File: config.mk
export PLATFORM = sky130hd
export DESIGN_NAME = sfs_sequencer
export DESIGN_NICKNAME = d
export VERILOG_FILES = /design/src/include/sfs_pkg.sv /design/src/hdl/sfs_sync.sv /design/src/hdl/sfs_sequencer.sv
export VERILOG_INCLUDE_DIRS = /design/src /design/src/include
export SDC_FILE = /design/constraint.sdc
export NUM_CORES = 1
export LEC_CHECK = 0
export BUFFER_PORTS_ARGS = -buffer_cell sky130_fd_sc_hd__buf_4
export CAP_MARGIN = 10
export CORE_MARGIN = 2
export CORE_UTILIZATION = 55
export DETAILED_ROUTE_END_ITERATION = 10
export PLACE_DENSITY_LB_ADDON = 0.05
export SLEW_MARGIN = 20
export SYNTH_ARGS = -nofsm -noshare
export SYNTH_HDL_FRONTEND = slang
export SYNTH_SLANG_ARGS = --single-unit
File: constraint.sdc
create_clock -name sys_clk -period 1.95 [get_ports sys_clk]
set_input_delay 0.195 -clock sys_clk [delete_from_list [all_inputs] [get_ports sys_clk]]
set_output_delay 0.195 -clock sys_clk [all_outputs]
set_load 0.1 [all_outputs]
File: src/include/sfs_map.svh
`ifndef SFS_MAP_SVH
`define SFS_MAP_SVH
// soft-start timing, in switching clock cycles
`define SFS_DELAY_CYCLES   11'd1024
`define SFS_RAMP_CYCLES    11'd1024
`define SFS_PG_DELAY       2'd3
// reference code: 10 bits, full scale is 0.8 V
`define SFS_REF_W          10
`define SFS_REF_FULL       10'h3ff
// undervoltage check unmasks at 80 % of full scale
`define SFS_REF_UV_EN      10'h333
// consecutive overcurrent cycles that trip the latch
`define SFS_OC_TRIP        3'd7
`endif

File: src/include/sfs_pkg.sv
package sfs_pkg;
	typedef enum logic [2:0] {
		SFS_OFF,
		SFS_DELAY,
		SFS_RAMP,
		SFS_RUN,
		SFS_LATCH
	} sfs_state_t;
	typedef logic [9:0] sfs_ref_t;
endpackage

File: src/hdl/sfs_sync.sv
`timescale 1ns/1ps
// two-flop synchroniser for a vector of asynchronous comparator flags
module sfs_sync #(
	parameter int W = 1
) (
	input  wire logic         sys_clk,
	input  wire logic         sys_rst,
	input  wire logic [W-1:0] asyncIn,
	output logic      [W-1:0] syncOut
);
	logic [W-1:0] meta_q;

	// first stage is read only by the second
	always_ff @(posedge sys_clk) begin
		if (sys_rst) begin
			meta_q  <= '0;
			syncOut <= '0;
		end else begin
			meta_q  <= asyncIn;
			syncOut <= meta_q;
		end
	end
endmodule

File: src/hdl/sfs_sequencer.sv
`timescale 1ns/1ps
// Notes on behaviour
// start soft-start only with both supplies good and enable released
// wait 1024 cycles, then ramp reference over 1024 cycles
// reference rises monotonically from zero to full scale and stays
// power-good released three cycles after the ramp completes
// undervoltage masked during ramp until reference reaches 80 percent
// overvoltage always checked; feedback-loss check active during soft-start
// low-side gate held off by the loop until the first pwm pulse; logic holds it only in soft-start, run arms it without one
// low-side mask does not block the overvoltage clamp
// power-good low when output leaves the +12.5/-25 percent window
// undervoltage outside soft-start: both gates off, power-good low, latched
// overvoltage latches, high-side off, low-side on until below half reference
// while latched, low-side turns on whenever output exceeds overvoltage level
// disabled: low-side clamps on overvoltage; enable rising clears and starts
// undervoltage during soft-start restarts delay and ramp, no latch
// overcurrent forces low-side on at least for the rest of the cycle
// seventh consecutive overcurrent cycle latches off with both gates off
// system cycles supply or enable to leave a latched fault
// power-good drops in the same cycle the voltage fault latches
// comparator inputs synchronised; faults cleared on disable or lockout
module sfs_sequencer (
	input  wire logic             sys_clk,
	input  wire logic             sys_rst,
	input  wire logic             ctrlSupplyOk,
	input  wire logic             driverSupplyOk,
	input  wire logic             enableIn,
	input  wire logic             senseOver,
	input  wire logic             senseUnder,
	input  wire logic             senseBelowHalf,
	input  wire logic             feedbackLost,
	input  wire logic             overcurrentEvent,
	input  wire logic             pwmPulse,
	input  wire logic             loopHighReq,
	input  wire logic             loopLowReq,
	output logic                  highSideGate,
	output logic                  lowSideGate,
	output logic                  powerGoodOut,
	output sfs_pkg::sfs_ref_t     refCode,
	output logic                  softStartActive,
	output logic                  faultLatched
);
	import sfs_pkg::*;
	`include "sfs_map.svh"

	// synchronised comparator and pin flags
	logic [7:0] syncFlags;
	logic       supOk;
	logic       enS;
	logic       ovS;
	logic       uvS;
	logic       halfS;
	logic       fbS;
	logic       ocS;
	logic       pwmS;

	sfs_sync #(
		.W(8)
	) u_sync (
		.sys_clk (sys_clk),
		.sys_rst (sys_rst),
		.asyncIn ({ctrlSupplyOk & driverSupplyOk, enableIn, senseOver, senseUnder,
			senseBelowHalf, feedbackLost, overcurrentEvent, pwmPulse}),
		.syncOut (syncFlags)
	);
	assign {supOk, enS, ovS, uvS, halfS, fbS, ocS, pwmS} = syncFlags;

	sfs_state_t state_q;
	sfs_state_t state_d;
	logic [10:0] cnt_q;
	logic [10:0] cnt_d;
	sfs_ref_t    ref_q;
	sfs_ref_t    ref_d;
	logic [1:0]  pgCnt_q;
	logic [1:0]  pgCnt_d;
	logic [2:0]  ocCnt_q;
	logic [2:0]  ocCnt_d;
	logic        enPrev_q;
	logic        lsArmed_q;
	logic        lsArmed_d;
	logic        ovClamp_q;
	logic        ovClamp_d;
	logic        ocHold_q;
	logic        pgDone_q;
	logic        pgDone_d;
	logic        hs_d;
	logic        ls_d;
	logic        pg_d;

	// qualification: lockout or disable drops everything but the overvoltage clamp back to idle
	wire logic goQual   = supOk & enS;
	wire logic enRise   = enS & ~enPrev_q;
	wire logic inSs     = (state_q == SFS_DELAY) || (state_q == SFS_RAMP);
	wire logic uvArmed  = (state_q == SFS_RAMP) && (ref_q >= `SFS_REF_UV_EN);
	wire logic uvTrip   = uvS & (uvArmed | (state_q == SFS_RUN));
	wire logic ssRetry  = uvS & uvArmed;
	wire logic ovTrip   = ovS & (state_q != SFS_OFF);
	wire logic fbTrip   = fbS & inSs;
	wire logic ocTrip   = ocS && (ocCnt_q == `SFS_OC_TRIP - 3'd1);
	wire logic hardTrip = (uvTrip & ~ssRetry) | fbTrip | ocTrip;
	wire logic rampDone = (state_q == SFS_RAMP) && (ref_q == `SFS_REF_FULL);
	wire logic inWindow = ~ovS & ~uvS;

	// sequencing state machine
	always_comb begin
		state_d = state_q;
		cnt_d   = cnt_q;
		ref_d   = ref_q;
		unique case (state_q)
			SFS_OFF: begin
				cnt_d = '0;
				ref_d = '0;
				if (goQual) begin
					state_d = SFS_DELAY;
				end
			end
			SFS_DELAY: begin
				cnt_d = cnt_q + 11'd1;
				if (cnt_q == `SFS_DELAY_CYCLES - 11'd1) begin
					state_d = SFS_RAMP;
					cnt_d   = '0;
				end
			end
			SFS_RAMP: begin
				// one lsb per cycle; 1023 steps plus the final hold make 1024 cycles
				if (ref_q != `SFS_REF_FULL) begin
					ref_d = ref_q + sfs_ref_t'(1);
				end else begin
					state_d = SFS_RUN;
				end
			end
			SFS_RUN: begin
				ref_d = `SFS_REF_FULL;
			end
			SFS_LATCH: begin
				ref_d = ref_q;
			end
		endcase
		if (ssRetry) begin
			state_d = SFS_DELAY;
			cnt_d   = '0;
			ref_d   = '0;
		end
		if (hardTrip | ovTrip) begin
			state_d = SFS_LATCH;
		end
		if (!goQual) begin
			state_d = SFS_OFF;
			cnt_d   = '0;
			ref_d   = '0;
		end
	end

	// overcurrent counter: clears on a clean cycle
	assign ocCnt_d = (!goQual || !ocS) ? 3'd0 :
		(ocCnt_q == `SFS_OC_TRIP) ? ocCnt_q : ocCnt_q + 3'd1;

	// power-good delay after ramp end
	assign pgCnt_d  = (state_q != SFS_RUN) ? 2'd0 :
		(pgCnt_q == `SFS_PG_DELAY) ? pgCnt_q : pgCnt_q + 2'd1;
	assign pgDone_d = (state_q == SFS_RUN) && (pgCnt_q == `SFS_PG_DELAY - 2'd1 || pgDone_q);

	// low-side enable by loop only after first pwm pulse in soft-start; run and latch arm it at once
	assign lsArmed_d = inSs ? (lsArmed_q | pwmS) : (state_q != SFS_OFF);

	// overvoltage clamp holds until output falls below half reference
	assign ovClamp_d = ovS ? 1'b1 : (halfS ? 1'b0 : ovClamp_q);

	// gate and power-good decisions
	always_comb begin
		hs_d = 1'b0;
		ls_d = 1'b0;
		pg_d = 1'b0;
		if (ovS | ovClamp_q) begin
			ls_d = 1'b1;
		end else if (state_q == SFS_OFF || state_q == SFS_LATCH || hardTrip) begin
			ls_d = 1'b0;
		end else if (ocS | ocHold_q) begin
			ls_d = 1'b1;
		end else begin
			hs_d = loopHighReq;
			ls_d = loopLowReq & lsArmed_d;
		end
		// drop in the very cycle a fault latches, no extra delay
		pg_d = pgDone_d & inWindow & ~hardTrip & ~ovTrip & goQual;
	end

	// registers; restart on enable rise clears the disabled clamp
	always_ff @(posedge sys_clk) begin
		if (sys_rst) begin
			state_q   <= SFS_OFF;
			cnt_q     <= '0;
			ref_q     <= '0;
			pgCnt_q   <= '0;
			ocCnt_q   <= '0;
			enPrev_q  <= 1'b0;
			lsArmed_q <= 1'b0;
			ovClamp_q <= 1'b0;
			ocHold_q  <= 1'b0;
			pgDone_q  <= 1'b0;
		end else begin
			state_q   <= state_d;
			cnt_q     <= cnt_d;
			ref_q     <= ref_d;
			pgCnt_q   <= pgCnt_d;
			ocCnt_q   <= ocCnt_d;
			enPrev_q  <= enS;
			lsArmed_q <= lsArmed_d;
			ovClamp_q <= enRise ? 1'b0 : ovClamp_d;
			ocHold_q  <= ocS & goQual;
			pgDone_q  <= pgDone_d;
		end
	end

	// outputs straight from flops
	always_ff @(posedge sys_clk) begin
		if (sys_rst) begin
			highSideGate    <= 1'b0;
			lowSideGate     <= 1'b0;
			powerGoodOut    <= 1'b0;
			refCode         <= '0;
			softStartActive <= 1'b0;
			faultLatched    <= 1'b0;
		end else begin
			highSideGate    <= hs_d & ~ls_d;
			lowSideGate     <= ls_d;
			powerGoodOut    <= pg_d;
			refCode         <= ref_d;
			softStartActive <= (state_d == SFS_DELAY) || (state_d == SFS_RAMP);
			faultLatched    <= (state_d == SFS_LATCH);
		end
	end
endmodule

==> run summary <==
Run status = finished, final reports clean
CTS Sinks = 55
Hold Path Class = primary input to flip-flop
Reg-to-reg endpoint = refCode[2]
PortBufs = 27
Max Slew Vio Count = 0
R2R Setup Slk = 0.11 ns
Layout cells sized above 1 = 24.3%
Power consumption = 1.84 mW
CP startpoint kind = flip-flop
Critical Path End Type = flip-flop
CP Max Fanout = 6
Worst-margin pin slew = 0.422 ns
Final Skew = 0.0110 ns
Async S/R FF share, synth = 0%
Initial DRC Count = 106
CTS Buf Count = 5
Routability Congestion = 0.882
Boundary Pins = 28
Syn Area/Cell = 8.73 um^2
CP required = 2.17 ns
Hold Path Depth = 2
Mapped Area = 2450 um^2
Area Growth Syn to Fin = 18.2%
Die width = 70.8 um
Dominant cell type by area after synthesis = dfxtp_1
GRT Residual Overflow = 0
Hold Buf Count CTS = 0
GR Layer Usage met2 = 32.3%
Final hold viol count = 0
Antenna-violating nets left = 0
Peak Freq = 0.544 GHz
Routed WL = 4.84 mm
Dominant cells by area after synthesis = dfxtp_1, a21oi_1, nor2_1
Leakage = 1.16 nW
Cell variety after synth = 48
Endpoints failing setup = 0
CTS tree = done
Total placed cells including tap cells = 365
Global-route wire length before repair = 8.31 mm
Vias in the first global route = 1853
GR Util met3 = 3.42%
Busiest grt layer = met2
Die Y = 70.8 um
DP Wirelength = 3.53 mm
CTS Buffer Depth = 2
Hold path startpoint = senseUnder
Worst Hold Path EP = u_sync.meta_q[4]
Diodes inserted = 0
GRT Util Overall = 20.3%
Met1 Usage GRT = 28.8%
Postcts setup bufs = 0
Via density = 5.51
Max IR drop VDD = 0.553 mV
Row Count = 24
Initial Utilization = 56.7%
1st-pass router iterations = 4
Core box area = 4320 um^2
Pwr Density = 636 nW/um^2
Clock Latency Late Sink = 0.31 ns
Post-synth EDFFs = 0
Setup_tns = 0 ns
Synth top area share = 44.9%
Sequential fraction of the synthesis area = 44.9%
Wire per inst = 13.0 um
Kind of critical path = flip-flop to flip-flop
Fin util = 67.1%
Syn Nets = 301
Post-layout net count = 340
Slew Limit Headroom = 71.8%
Crit share post-route = 94.3%
Reg2Reg Depth = 7
Htree depth = 2
Main synth FF type = dfxtp_1
CTS root buf = clkbuf_8
Worst-path clk slew = 0.11 ns
Seq cells post-synth = 55
Initial antenna violation count = 0
Max_cap viols = 0
Reg-to-reg critical path startpoint = refCode[0]
Largest net degree at the start of global routing = 23
CTS resizes = 0
Tmin final = 1.84 ns
CP Data Arrival Time = 2.06 ns
Finished Layout Cells = 373
Vias = 2056
Mapped Cells = 281
# DRC = 0
Layout fillers = 384
Total die area = 5010 um^2
Synth warnings = 0
metal layers:
metal / routed length, um / vias to the layer above
li1: - / 1056
met1: 2410 / 935
met2: 2150 / 60
met3: 227 / 5
met4: 53 / 0
met5: 0 / -
worst max path at each step:
stage / start / endpoint / slack [ns] / cells past startpoint
final: refCode[0] / refCode[2] / 0.11 / 7
after global routing: refCode[0] / refCode[9] / -0.002 / 7
after CTS: cnt_q[0] / faultLatched / 0.09 / 7
after detailed placement: state_q[0] / softStartActive / 0.12 / 7
after global placement: refCode[0] / refCode[8] / 0.12 / 7
after floorplan: refCode[4] / refCode[8] / 0.03 / 7
per-stage QoR:
stage	hold slack, ns	setup slack (ns)	area, um^2
2_1_floorplan	0.274	0.0336	2470
3_3_place_gp	0.403	0.117	2780
3_5_place_dp	0.409	0.115	2780
4_1_cts	0.0898	0.0863	2880
5_1_grt	0.0927	-0.00201	2900
6_report	0.0931	0.110	2900
Yosys cell counts, types with 3 or more instances:
master	number
nor3b_1	4
a21oi_1	26
nand3b_1	4
ha_1	7
nor2_1	33
dfxtp_1	55
inv_1	9
nand3_1	7
and3_1	7
a211oi_1	4
nor3_1	8
nand2_1	23
xor2_1	3
buf_6	4
clkbuf_1	4
buf_2	3
nor2b_1	18
nand2b_1	3
o21ai_0	17
final cells by class:
| class | count | area [um^2] | area share (%) |
|---|---|---|---|
| inverter | 9 | 33.8 | 1.16 |
| sequential | 55 | 1120 | 38.7 |
| tap | 52 | 65.1 | 2.24 |
| clock buffer | 5 | 68.8 | 2.37 |
| multi-input combinational | 206 | 1270 | 43.7 |
| timing repair buffer | 43 | 323 | 11.1 |
| clock inverter | 3 | 22.5 | 0.777 |
worst max-delay path: stages (launching register included):
cell and delay [ns]:
dfxtp_4 0.39, ha_1 0.23, nand3_1 0.13, nor2_1 0.24, nand2_2 0.12, and2_1 0.23
buf_4 0.17, a221oi_2 0.24
layout by cell type (no fill, tap or decap), drive strengths merged, types with 2 or more instances in the layout:
cell type / instances
dfxtp: 55
and3: 7
a21oi: 26
nor2: 34
nor2b: 18
mux2i: 2
nor3b: 4
clkbuf: 5
nand4: 2
a22oi: 2
inv: 11
or2: 3
o211ai: 2
o21ai: 19
nor3: 9
nand3: 8
a211oi: 5
ha: 7
nand2b: 3
xor2: 3
a211o: 2
nand2: 24
and2: 2
a221oi: 2
nand3b: 4
nor4: 2
buf: 43
o21bai: 2
o21a: 2
o41ai: 2
flip-flops by register name, indices dropped and copies added (netlist names):
register and flops:
ocCnt_q 3, lsArmed_q 1, u_sync.meta_q 8, refCode 10, pgCnt_q 2, ocHold_q 1
lowSideGate 1, faultLatched 1, u_sync.syncOut 8, pgDone_q 1, ovClamp_q 1, highSideGate 1
powerGoodOut 1, enPrev_q 1, state_q 3, cnt_q 11, softStartActive 1
power breakdown:
| group | switching [mW] | leakage [nW] | internal (mW) |
|---|---|---|---|
| Clock | 0.382 | 0.0489 | 0.261 |
| Sequential | 0.00725 | 0.453 | 1.14 |
| Combinational | 0.0263 | 0.653 | 0.0306 |
| Total | 0.416 | 1.16 | 1.43 |
cell families after synthesis:
| group | Yosys count | share of synthesized area, % |
|---|---|---|
| adders and majority gates | 8 | 3.98 |
| xor gates and xnor gates | 4 | 1.43 |
| AOI/OAI and AO/OA | 68 | 17.8 |
| and+or+nand+nor | 124 | 26.7 |
| muxes | 2 | 0.816 |
| DFF | 55 | 44.9 |
| buffers and inverters | 20 | 4.44 |
No activity file was read; power rests on OpenSTA's default activity.
